--- src/rtl/srts_pkg.sv ---
// alignment-pulse capture block: shared constants, types and register map
// assumes an AXI4-Lite master and one converter sample clock
package srts_pkg;

    // ==========================================================
    // register map: printed offsets are indices, byte = index*4
    localparam logic [11:0] IDX_CTRL  = 12'h120;
    localparam logic [11:0] IDX_IGN   = 12'h121;
    localparam logic [11:0] IDX_DLY   = 12'h123;
    localparam logic [11:0] IDX_STS1  = 12'h128;
    localparam logic [11:0] IDX_PHASE = 12'h129;
    localparam logic [11:0] IDX_CNT   = 12'h12a;
    localparam int          ADDR_W    = 14;

    // ==========================================================
    // field positions and write masks
    localparam int          CTRL_CLR_BIT  = 6;
    localparam int          CTRL_EDGE_BIT = 3;
    localparam int          CTRL_MODE_LO  = 1;
    localparam logic [7:0]  CTRL_WMASK    = 8'h4e;

    // ==========================================================
    // reset values and timing counts
    localparam logic [7:0]  RST_CTRL  = 8'h00;
    localparam logic [3:0]  RST_IGN   = 4'h0;
    localparam logic [6:0]  RST_DLY   = 7'h40;
    localparam logic [3:0]  RST_STS   = 4'h0;
    localparam logic [7:0]  RST_CNT   = 8'h00;
    localparam logic [2:0]  HOLD_WIN  = 3'h4;

    // ==========================================================
    // bus responses
    localparam logic [1:0]  RESP_OKAY   = 2'h0;
    localparam logic [1:0]  RESP_SLVERR = 2'h2;

    // ==========================================================
    // capture mode and capture sequencer states (gray path)
    typedef enum logic [1:0] {
        SRTS_MODE_OFF   = 2'h0,
        SRTS_MODE_CONT  = 2'h1,
        SRTS_MODE_NSHOT = 2'h2
    } srts_mode_t;

    typedef enum logic [1:0] {
        SRTS_ST_OFF  = 2'h0,
        SRTS_ST_WAIT = 2'h1,
        SRTS_ST_DONE = 2'h3
    } srts_state_t;

    // ==========================================================
    // AXI4-Lite channel bundles
    typedef struct packed {
        logic              awvalid;
        logic [ADDR_W-1:0] awaddr;
        logic              wvalid;
        logic [31:0]       wdata;
        logic [3:0]        wstrb;
        logic              bready;
        logic              arvalid;
        logic [ADDR_W-1:0] araddr;
        logic              rready;
    } srts_axi_req_t;

    typedef struct packed {
        logic              awready;
        logic              wready;
        logic              bvalid;
        logic [1:0]        bresp;
        logic              arready;
        logic              rvalid;
        logic [31:0]       rdata;
        logic [1:0]        rresp;
    } srts_axi_rsp_t;

endpackage

--- src/rtl/srts_sync.sv ---
// alignment-pulse pin synchroniser with selectable sampling clock edge
// assumes the pin is asynchronous to aclk
`timescale 1ns/1ps
`default_nettype none

module srts_sync (
    input  wire logic aclk,
    input  wire logic aresetn,
    input  wire logic pin,
    input  wire logic edge_sel,
    output var  logic level
);

    // ==========================================================
    // first stages
    logic       neg_r;
    logic [2:0] pos_r;
    logic [2:1] negs_r;
    logic       level_r;

    // falling-edge sample, only read by the next stage
    always_ff @(negedge aclk) begin
        if (!aresetn) neg_r <= 1'b0;
        else          neg_r <= pin;
    end

    // rising-edge chain and the chain behind the falling-edge sample
    always_ff @(posedge aclk) begin
        if (!aresetn) begin
            pos_r  <= 3'h0;
            negs_r <= 2'h0;
        end else begin
            pos_r  <= {pos_r[1:0], pin};
            negs_r <= {negs_r[1], neg_r};
        end
    end

    // ==========================================================
    // a change counts once stages two and three agree
    wire pos_ok = (pos_r[1] == pos_r[2]);
    wire neg_ok = (negs_r[1] == negs_r[2]);

    always_ff @(posedge aclk) begin
        if (!aresetn)                  level_r <= 1'b0;
        else if (edge_sel && neg_ok)   level_r <= negs_r[2];
        else if (!edge_sel && pos_ok)  level_r <= pos_r[2];
    end

    assign level = level_r;

endmodule // srts_sync

`default_nettype wire

--- src/rtl/srts_top.sv ---
// alignment-pulse capture, timestamp delay and status over AXI4-Lite
// assumes one 50 MHz sample clock and a single AXI4-Lite master
//
// Contract
// n-shot skips the programmed 0..15 leading pulse transitions
// timestamp comes k sample clocks after capture, k 0..127, reset 0x40
// read-only hold status in status register bits 7:4, resets zero
// read-only setup status in status register bits 3:0, resets zero
// divider phase caught at capture, half input-cycle steps
// eight-bit event counter counts each captured pulse
// control bit 6 clears the counter; counter wraps after 255
// software reads the counter only while mode is disabled
// mode 00 off, 01 continuous, 10 n-shot; edge change only when off
// ignore count zero captures the very next transition
// edge bit picks rising (0) or falling (1) clock edge sampling
// n-shot captures one transition, then idles until re-armed
// writes to read-only registers do nothing; reserved bits read zero
//
// The AXI4-Lite interface to the registers was left to the implementer.
`timescale 1ns/1ps
`default_nettype none

module srts_top (
    input  wire logic                    aclk,
    input  wire logic                    aresetn,
    input  wire srts_pkg::srts_axi_req_t axi_req,
    output var  srts_pkg::srts_axi_rsp_t axi_rsp,
    input  wire logic                    pulse_pin,
    output var  logic                    ts_pulse
);

    // ==========================================================
    // address helpers
    function automatic logic [srts_pkg::ADDR_W-1:0] baddr(
        input logic [11:0] idx
    );
        baddr = {idx, 2'b00};
    endfunction

    function automatic logic addr_hit(
        input logic [srts_pkg::ADDR_W-1:0] a
    );
        addr_hit = (a == baddr(srts_pkg::IDX_CTRL))
                || (a == baddr(srts_pkg::IDX_IGN))
                || (a == baddr(srts_pkg::IDX_DLY))
                || (a == baddr(srts_pkg::IDX_STS1))
                || (a == baddr(srts_pkg::IDX_PHASE))
                || (a == baddr(srts_pkg::IDX_CNT));
    endfunction

    // ==========================================================
    // state
    srts_pkg::srts_axi_rsp_t       rsp_r;
    logic                          aw_full_r;
    logic                          w_full_r;
    logic [srts_pkg::ADDR_W-1:0]   awaddr_r;
    logic [7:0]                    wdata_r;
    logic                          wstrb_r;
    logic [7:0]                    ctrl_r;
    logic [3:0]                    ign_r;
    logic [6:0]                    dly_r;
    logic [3:0]                    setup_r;
    logic [3:0]                    hold_r;
    logic [3:0]                    phase_r;
    logic [7:0]                    cnt_r;
    logic [7:0]                    cnt_nxt;
    logic                          lvl;
    logic                          lvl_d_r;
    logic [3:0]                    hist_r;
    logic [2:0]                    div_r;
    logic [2:0]                    hold_cnt_r;
    logic [3:0]                    skip_r;
    logic [3:0]                    skip_nxt;
    srts_pkg::srts_mode_t          mode_d_r;
    srts_pkg::srts_state_t         st_r;
    srts_pkg::srts_state_t         st_nxt;
    logic                          pend_r;
    logic [6:0]                    dcnt_r;
    logic                          ts_r;

    // ==========================================================
    // pin synchroniser, edge picked by control bit 3
    srts_sync u_sync (
        .aclk     (aclk),
        .aresetn  (aresetn),
        .pin      (pulse_pin),
        .edge_sel (ctrl_r[srts_pkg::CTRL_EDGE_BIT]),
        .level    (lvl)
    );

    // ==========================================================
    // register write decode
    wire write_go = aw_full_r & w_full_r & ~rsp_r.bvalid;
    wire wr_ok    = write_go & wstrb_r;
    wire wr_ctrl  = wr_ok & (awaddr_r == baddr(srts_pkg::IDX_CTRL));
    wire wr_ign   = wr_ok & (awaddr_r == baddr(srts_pkg::IDX_IGN));
    wire wr_dly   = wr_ok & (awaddr_r == baddr(srts_pkg::IDX_DLY));

    // mode and control decode
    wire [1:0] mode_raw = ctrl_r[srts_pkg::CTRL_MODE_LO +: 2];
    wire srts_pkg::srts_mode_t mode = srts_pkg::srts_mode_t'(mode_raw);
    wire cnt_clr  = ctrl_r[srts_pkg::CTRL_CLR_BIT];
    wire is_cont  = (mode == srts_pkg::SRTS_MODE_CONT);
    wire is_nshot = (mode == srts_pkg::SRTS_MODE_NSHOT);
    // re-arm on entering n-shot or any rewrite of control or ignore count
    wire arm      = is_nshot & ((mode_d_r != srts_pkg::SRTS_MODE_NSHOT)
                                | wr_ctrl | wr_ign);

    // ==========================================================
    // transition detect and capture decision
    wire trans = lvl & ~lvl_d_r;
    wire nshot_take = is_nshot & ~arm & (st_r == srts_pkg::SRTS_ST_WAIT)
                    & (skip_r == 4'h0);
    wire cap   = trans & (is_cont | nshot_take);

    // ==========================================================
    // n-shot sequencer
    always_comb begin
        st_nxt   = st_r;
        skip_nxt = skip_r;
        case (st_r)
            srts_pkg::SRTS_ST_OFF: begin
                if (arm) begin
                    st_nxt   = srts_pkg::SRTS_ST_WAIT;
                    skip_nxt = ign_r;
                end
            end
            srts_pkg::SRTS_ST_WAIT: begin
                if (!is_nshot) begin
                    st_nxt = srts_pkg::SRTS_ST_OFF;
                end else if (arm) begin
                    skip_nxt = ign_r;
                end else if (trans && skip_r != 4'h0) begin
                    skip_nxt = skip_r - 4'h1;
                end else if (trans) begin
                    st_nxt = srts_pkg::SRTS_ST_DONE;
                end
            end
            srts_pkg::SRTS_ST_DONE: begin
                // later transitions ignored until re-armed
                if (!is_nshot) begin
                    st_nxt = srts_pkg::SRTS_ST_OFF;
                end else if (arm) begin
                    st_nxt   = srts_pkg::SRTS_ST_WAIT;
                    skip_nxt = ign_r;
                end
            end
            default: begin
                st_nxt = srts_pkg::SRTS_ST_OFF;
            end
        endcase
    end

    always_ff @(posedge aclk) begin
        if (!aresetn) begin
            st_r     <= srts_pkg::SRTS_ST_OFF;
            skip_r   <= srts_pkg::RST_IGN;
            mode_d_r <= srts_pkg::SRTS_MODE_OFF;
        end else begin
            st_r     <= st_nxt;
            skip_r   <= skip_nxt;
            mode_d_r <= mode;
        end
    end

    // ==========================================================
    // pulse history and internal divider; phase code is the divider
    // count in whole cycles plus the sampling edge as the half step
    always_ff @(posedge aclk) begin
        if (!aresetn) begin
            lvl_d_r <= 1'b0;
            hist_r  <= 4'h0;
            div_r   <= 3'h0;
        end else begin
            lvl_d_r <= lvl;
            hist_r  <= {hist_r[2:0], lvl};
            div_r   <= div_r + 3'h1;
        end
    end

    wire [3:0] phase_now = {div_r, ctrl_r[srts_pkg::CTRL_EDGE_BIT]};

    // status capture: setup is the history before the edge, hold the
    // history a short window after it
    always_ff @(posedge aclk) begin
        if (!aresetn) begin
            setup_r    <= srts_pkg::RST_STS;
            hold_r     <= srts_pkg::RST_STS;
            phase_r    <= srts_pkg::RST_STS;
            hold_cnt_r <= 3'h0;
        end else if (cap) begin
            setup_r    <= hist_r;
            phase_r    <= phase_now;
            hold_cnt_r <= srts_pkg::HOLD_WIN;
        end else if (hold_cnt_r != 3'h0) begin
            hold_cnt_r <= hold_cnt_r - 3'h1;
            if (hold_cnt_r == 3'h1) hold_r <= hist_r;
        end
    end

    // ==========================================================
    // event counter; clear bit held high keeps it at zero
    assign cnt_nxt = cnt_clr ? srts_pkg::RST_CNT
                   : cap     ? cnt_r + 8'h01 : cnt_r;

    always_ff @(posedge aclk) begin
        if (!aresetn) cnt_r <= srts_pkg::RST_CNT;
        else          cnt_r <= cnt_nxt;
    end

    // ==========================================================
    // timestamp delay; a new capture restarts a pending delay
    always_ff @(posedge aclk) begin
        if (!aresetn) begin
            pend_r <= 1'b0;
            dcnt_r <= 7'h0;
            ts_r   <= 1'b0;
        end else if (cap) begin
            ts_r   <= (dly_r == 7'h0);
            pend_r <= (dly_r != 7'h0);
            dcnt_r <= dly_r;
        end else begin
            ts_r   <= pend_r & (dcnt_r == 7'h1);
            pend_r <= pend_r & (dcnt_r != 7'h1);
            dcnt_r <= pend_r ? dcnt_r - 7'h1 : dcnt_r;
        end
    end

    assign ts_pulse = ts_r;

    // ==========================================================
    // writable registers; read-only ones have no write path
    always_ff @(posedge aclk) begin
        if (!aresetn) begin
            ctrl_r <= srts_pkg::RST_CTRL;
            ign_r  <= srts_pkg::RST_IGN;
            dly_r  <= srts_pkg::RST_DLY;
        end else begin
            if (wr_ctrl) ctrl_r <= wdata_r & srts_pkg::CTRL_WMASK;
            if (wr_ign)  ign_r  <= wdata_r[3:0];
            if (wr_dly)  dly_r  <= wdata_r[6:0];
        end
    end

    // ==========================================================
    // read mux, reserved bits zero
    function automatic logic [31:0] rd_val(
        input logic [srts_pkg::ADDR_W-1:0] a
    );
        rd_val = 32'h0;
        if (a == baddr(srts_pkg::IDX_CTRL))  rd_val[7:0] = ctrl_r;
        if (a == baddr(srts_pkg::IDX_IGN))   rd_val[3:0] = ign_r;
        if (a == baddr(srts_pkg::IDX_DLY))   rd_val[6:0] = dly_r;
        if (a == baddr(srts_pkg::IDX_STS1))  rd_val[7:0] = {hold_r, setup_r};
        if (a == baddr(srts_pkg::IDX_PHASE)) rd_val[3:0] = phase_r;
        if (a == baddr(srts_pkg::IDX_CNT))   rd_val[7:0] = cnt_r;
    endfunction

    // ==========================================================
    // AXI4-Lite write side: address and data taken in either order,
    // response one cycle after both are held
    wire aw_hs = axi_req.awvalid & rsp_r.awready;
    wire w_hs  = axi_req.wvalid & rsp_r.wready;
    wire b_hs  = rsp_r.bvalid & axi_req.bready;

    always_ff @(posedge aclk) begin
        if (!aresetn) begin
            aw_full_r     <= 1'b0;
            w_full_r      <= 1'b0;
            awaddr_r      <= '0;
            wdata_r       <= 8'h0;
            wstrb_r       <= 1'b0;
            rsp_r.awready <= 1'b1;
            rsp_r.wready  <= 1'b1;
            rsp_r.bvalid  <= 1'b0;
            rsp_r.bresp   <= srts_pkg::RESP_OKAY;
        end else begin
            if (aw_hs) begin
                aw_full_r     <= 1'b1;
                awaddr_r      <= axi_req.awaddr;
                rsp_r.awready <= 1'b0;
            end
            if (w_hs) begin
                w_full_r     <= 1'b1;
                wdata_r      <= axi_req.wdata[7:0];
                wstrb_r      <= axi_req.wstrb[0];
                rsp_r.wready <= 1'b0;
            end
            if (write_go) begin
                aw_full_r    <= 1'b0;
                w_full_r     <= 1'b0;
                rsp_r.bvalid <= 1'b1;
                rsp_r.bresp  <= addr_hit(awaddr_r) ? srts_pkg::RESP_OKAY
                                                   : srts_pkg::RESP_SLVERR;
            end
            if (b_hs) begin
                rsp_r.bvalid  <= 1'b0;
                rsp_r.awready <= 1'b1;
                rsp_r.wready  <= 1'b1;
            end
        end
    end

    // ==========================================================
    // AXI4-Lite read side: data one cycle after the address is taken
    wire ar_hs = axi_req.arvalid & rsp_r.arready;
    wire r_hs  = rsp_r.rvalid & axi_req.rready;

    always_ff @(posedge aclk) begin
        if (!aresetn) begin
            rsp_r.arready <= 1'b1;
            rsp_r.rvalid  <= 1'b0;
            rsp_r.rdata   <= 32'h0;
            rsp_r.rresp   <= srts_pkg::RESP_OKAY;
        end else if (ar_hs) begin
            rsp_r.arready <= 1'b0;
            rsp_r.rvalid  <= 1'b1;
            rsp_r.rdata   <= rd_val(axi_req.araddr);
            rsp_r.rresp   <= addr_hit(axi_req.araddr) ? srts_pkg::RESP_OKAY
                                                      : srts_pkg::RESP_SLVERR;
        end else if (r_hs) begin
            rsp_r.rvalid  <= 1'b0;
            rsp_r.arready <= 1'b1;
        end
    end

    assign axi_rsp = rsp_r;

    wire ro_write = wr_ok & ((awaddr_r == baddr(srts_pkg::IDX_STS1))
                          | (awaddr_r == baddr(srts_pkg::IDX_PHASE))
                          | (awaddr_r == baddr(srts_pkg::IDX_CNT)));
endmodule // srts_top

`default_nettype wire

--- config.mk ---
export PLATFORM = sky130hd
export DESIGN_NAME = srts_top
export DESIGN_NICKNAME = d
export VERILOG_FILES = /design/src/rtl/srts_pkg.sv /design/src/rtl/srts_sync.sv /design/src/rtl/srts_top.sv
export SDC_FILE = /design/constraint.sdc
export NUM_CORES = 1
export LEC_CHECK = 0
export BUFFER_PORTS_ARGS = -buffer_cell sky130_fd_sc_hd__buf_2
export CAP_MARGIN = 20
export CORE_MARGIN = 5
export CORE_UTILIZATION = 45
export DETAILED_ROUTE_END_ITERATION = 12
export PLACE_DENSITY = 0.71
export SKIP_CTS_REPAIR_TIMING = 1
export SYNTH_ARGS = -nofsm -noshare
export SYNTH_HDL_FRONTEND = slang
export SYNTH_SLANG_ARGS = --single-unit
--- constraint.sdc ---
create_clock -name aclk -period 1.91 [get_ports aclk]
set_input_delay 0.382 -clock aclk [delete_from_list [all_inputs] [get_ports aclk]]
set_output_delay 0.382 -clock aclk [all_outputs]
set_load 0.02 [all_outputs]
==> flow_summary.json <==
{
  "cts_root_buffer": "clkbuf_8",
  "synth-seq-cells": 108,
  "clock_latency_ps": 400,
  "netlist_top_cells_area": "dfxtp_1, mux2i_1, a21oi_1",
  "rrSetupSlack_ps": -150,
  "maxSlewViolCount": 0,
  "area_growth_pct": 20.47,
  "cts.sinks": 108,
  "globalRoute.totalOverflow": 0,
  "max_cap_violations": 0,
  "power_density_nw_per_um2": 721.5,
  "rsz0062_at_grt": "yes",
  "synth-async-reset-ratio": 0,
  "die-area_um2": 13200,
  "h-tree-depth": 3,
  "use_met3": 0.04105,
  "required_ps": 2220,
  "die_w_um": 114.9,
  "path_max_fanout": 6,
  "power_mw": 4.303,
  "hold_depth": 2,
  "cts_tree": "built",
  "initial_core_util": 0.4587,
  "hold_viol": 0,
  "core-area_um2": 10790,
  "drc": 0,
  "synth.largest_area_cell": "dfxtp_1",
  "clk_pin_slew_worst_paths_ps": 90,
  "fin_nets": 747,
  "min_to": "axi_rsp[40]",
  "synth.most_common_cell": "dfxtp_1",
  "ys_top_cells_by_count": "dfxtp_1, nand2_1, a21oi_1",
  "grt_max_degree": 40,
  "wirelength_um": 11180,
  "syn_area_um2": 4951,
  "avgRoutedWirePerCell_um": 13.79,
  "grt_pass1_vias": 3854,
  "post-route-period-util": 1.077,
  "cp.arrival_ps": 2370,
  "detail_route.vias_per_cell": 5.138,
  "skew_ps": 33.51,
  "peakVddDrop_mv": 0.5079,
  "r2r_start": "awaddr_r[4]",
  "cts-buffers-inserted": 9,
  "drt-pass1-iter-count": 4,
  "yosys_warnings": 0,
  "synth_top_area_share": 0.4367,
  "syn_area_per_cell_um2": 8.566,
  "period_needed_ps": 2056,
  "min_from": "axi_req[68]",
  "use_met1": 0.2083,
  "clockBufferDepth": 2,
  "top_usage_layer": "met2",
  "first_iter_violations": 204,
  "fmax_mhz": 486.3,
  "drive_above_1_share": 0.2444,
  "endpoint_kind": "flip-flop",
  "layout_setup_ws_ps": -146.5,
  "n_antenna_cell": 0,
  "antenna_found_initial": 0,
  "row_count": 38,
  "status": "complete, but fails checks",
  "syn_inst": 578,
  "ys_types": 57,
  "min_path_type": "in2reg",
  "vias": 4167,
  "grt.total_usage": 0.1637,
  "ys.flop_type": "dfxtp_1",
  "dp.final_hpwl_um": 8099,
  "die_h_um": 114.9,
  "final_core_util": 0.5526,
  "ant_nets": 0,
  "critPathLaunchType": "flip-flop",
  "num_io_pins": 114,
  "yosysSeqAreaShare": 0.4367,
  "place.gp.congestion": 0.8334,
  "r2r-end": "ts_pulse",
  "violations": "negative setup slack",
  "r2r_cells": 8,
  "gr-usage-met2": 0.2770,
  "setup_viol": 27,
  "io_buffers": 59,
  "path_class": "reg2reg",
  "grt_pass1_wl_um": 17620,
  "synth-edff-count": 0,
  "leakagePower_nw": 2.489,
  "whs_ps": 208.4
}
state kept, by name, indices dropped and copies added (netlist names), 3 cells and up:
register and count:
skip_r 4, hist_r 4, div_r 3, dcnt_r 7, awaddr_r 14, ctrl_r 4, phase_r 4, u_sync.pos_r 3
hold_cnt_r 3, cnt_r 8, hold_r 4, dly_r 7, wdata_r 7, ign_r 4, axi_rsp 15, setup_r 4
routing by layer:
metal | part of all wire | up-vias
met2 | 0.49 | 106
met5 | 0 | -
met3 | 0.058 | 12
met1 | 0.44 | 1938
met4 | 0.010 | 0
li1 | - | 2111
worst max-delay path: stages, from the launching register on:
cell and delay (ps):
dfxtp_2 350, nor4b_4 300, and4_4 290, a31oi_4 90, o21ai_4 220, buf_6 170
buf_6 110, or3b_1 350, a21oi_2 110
through the flow:
stage	TNS [ps]	worst slack (ps)	instance area, um^2	cells
floorplan	0	25.49	5050	603
global placement	-3150	-222.9	5522	791
detailed placement	-5523	-323.2	5522	791
CTS	-6592	-349.6	5725	807
global route	-5592	-248.9	5964	811
finish	-2189	-146.5	5964	811
worst max path at each step:
stage / startpoint / end / cells after the start
after floorplan: skip_r[0] / cnt_r[6] / 10
after global placement: skip_r[0] / cnt_r[5] / 9
after detailed placement: skip_r[0] / cnt_r[5] / 9
after CTS: skip_r[0] / cnt_r[5] / 9
after global routing: awaddr_r[4] / ts_pulse / 8
final: awaddr_r[4] / ts_pulse / 8
report_power, final:
group / leakage [nW] / switching (mW) / internal (mW) / total (mW)
logic: 1.51 / 0.302 / 0.186 / 0.487
registers: 0.881 / 0.0591 / 2.33 / 2.39
clock network: 0.101 / 0.747 / 0.682 / 1.43
total: 2.49 / 1.11 / 3.20 / 4.30
cell families after synthesis:
kind of cell,count (synthesis),share of synthesized area
AO/OA/AOI/OAI,114,0.1398
XOR/XNOR,11,0.01946
adder cells (fa/ha/maj),10,0.02477
buffers and inverters,80,0.08719
flip-flops,108,0.4367
multiplexers,34,0.06899
other,1,0.0007574
AND/OR/NAND/NOR,220,0.2224
cell usage in the layout, fill, tap and decap left out, types with 6 or more instances in the layout:
cell / netlist / routed
a211oi_1: 8 / 8
a21oi_1: 59 / 53
a21oi_2: 0 / 6
and2_1: 11 / 11
buf_2: 3 / 59
buf_4: 26 / 40
clkbuf_8: 0 / 11
conb_1: 1 / 26
dfxtp_1: 108 / 104
ha_1: 9 / 8
inv_1: 26 / 23
mux2i_1: 33 / 33
nand2_1: 72 / 71
nand2b_1: 10 / 10
nand3_1: 15 / 15
nor2_1: 54 / 53
nor2b_1: 6 / 6
nor3_1: 9 / 9
o21ai_0: 16 / 15
xnor2_1: 6 / 6
layout make-up:
type                            count  area (um^2)
Clock buffer                       13        158.9
Clock inverter                      4        48.80
Fill cell                         995         4828
Inverter                           25        93.84
Multi-Input combinational cell    415         2625
Sequential cell                   108         2167
Tap cell                          140        175.2
Timing Repair Buffer              106        695.7
No activity file was read; power rests on OpenSTA's default activity.
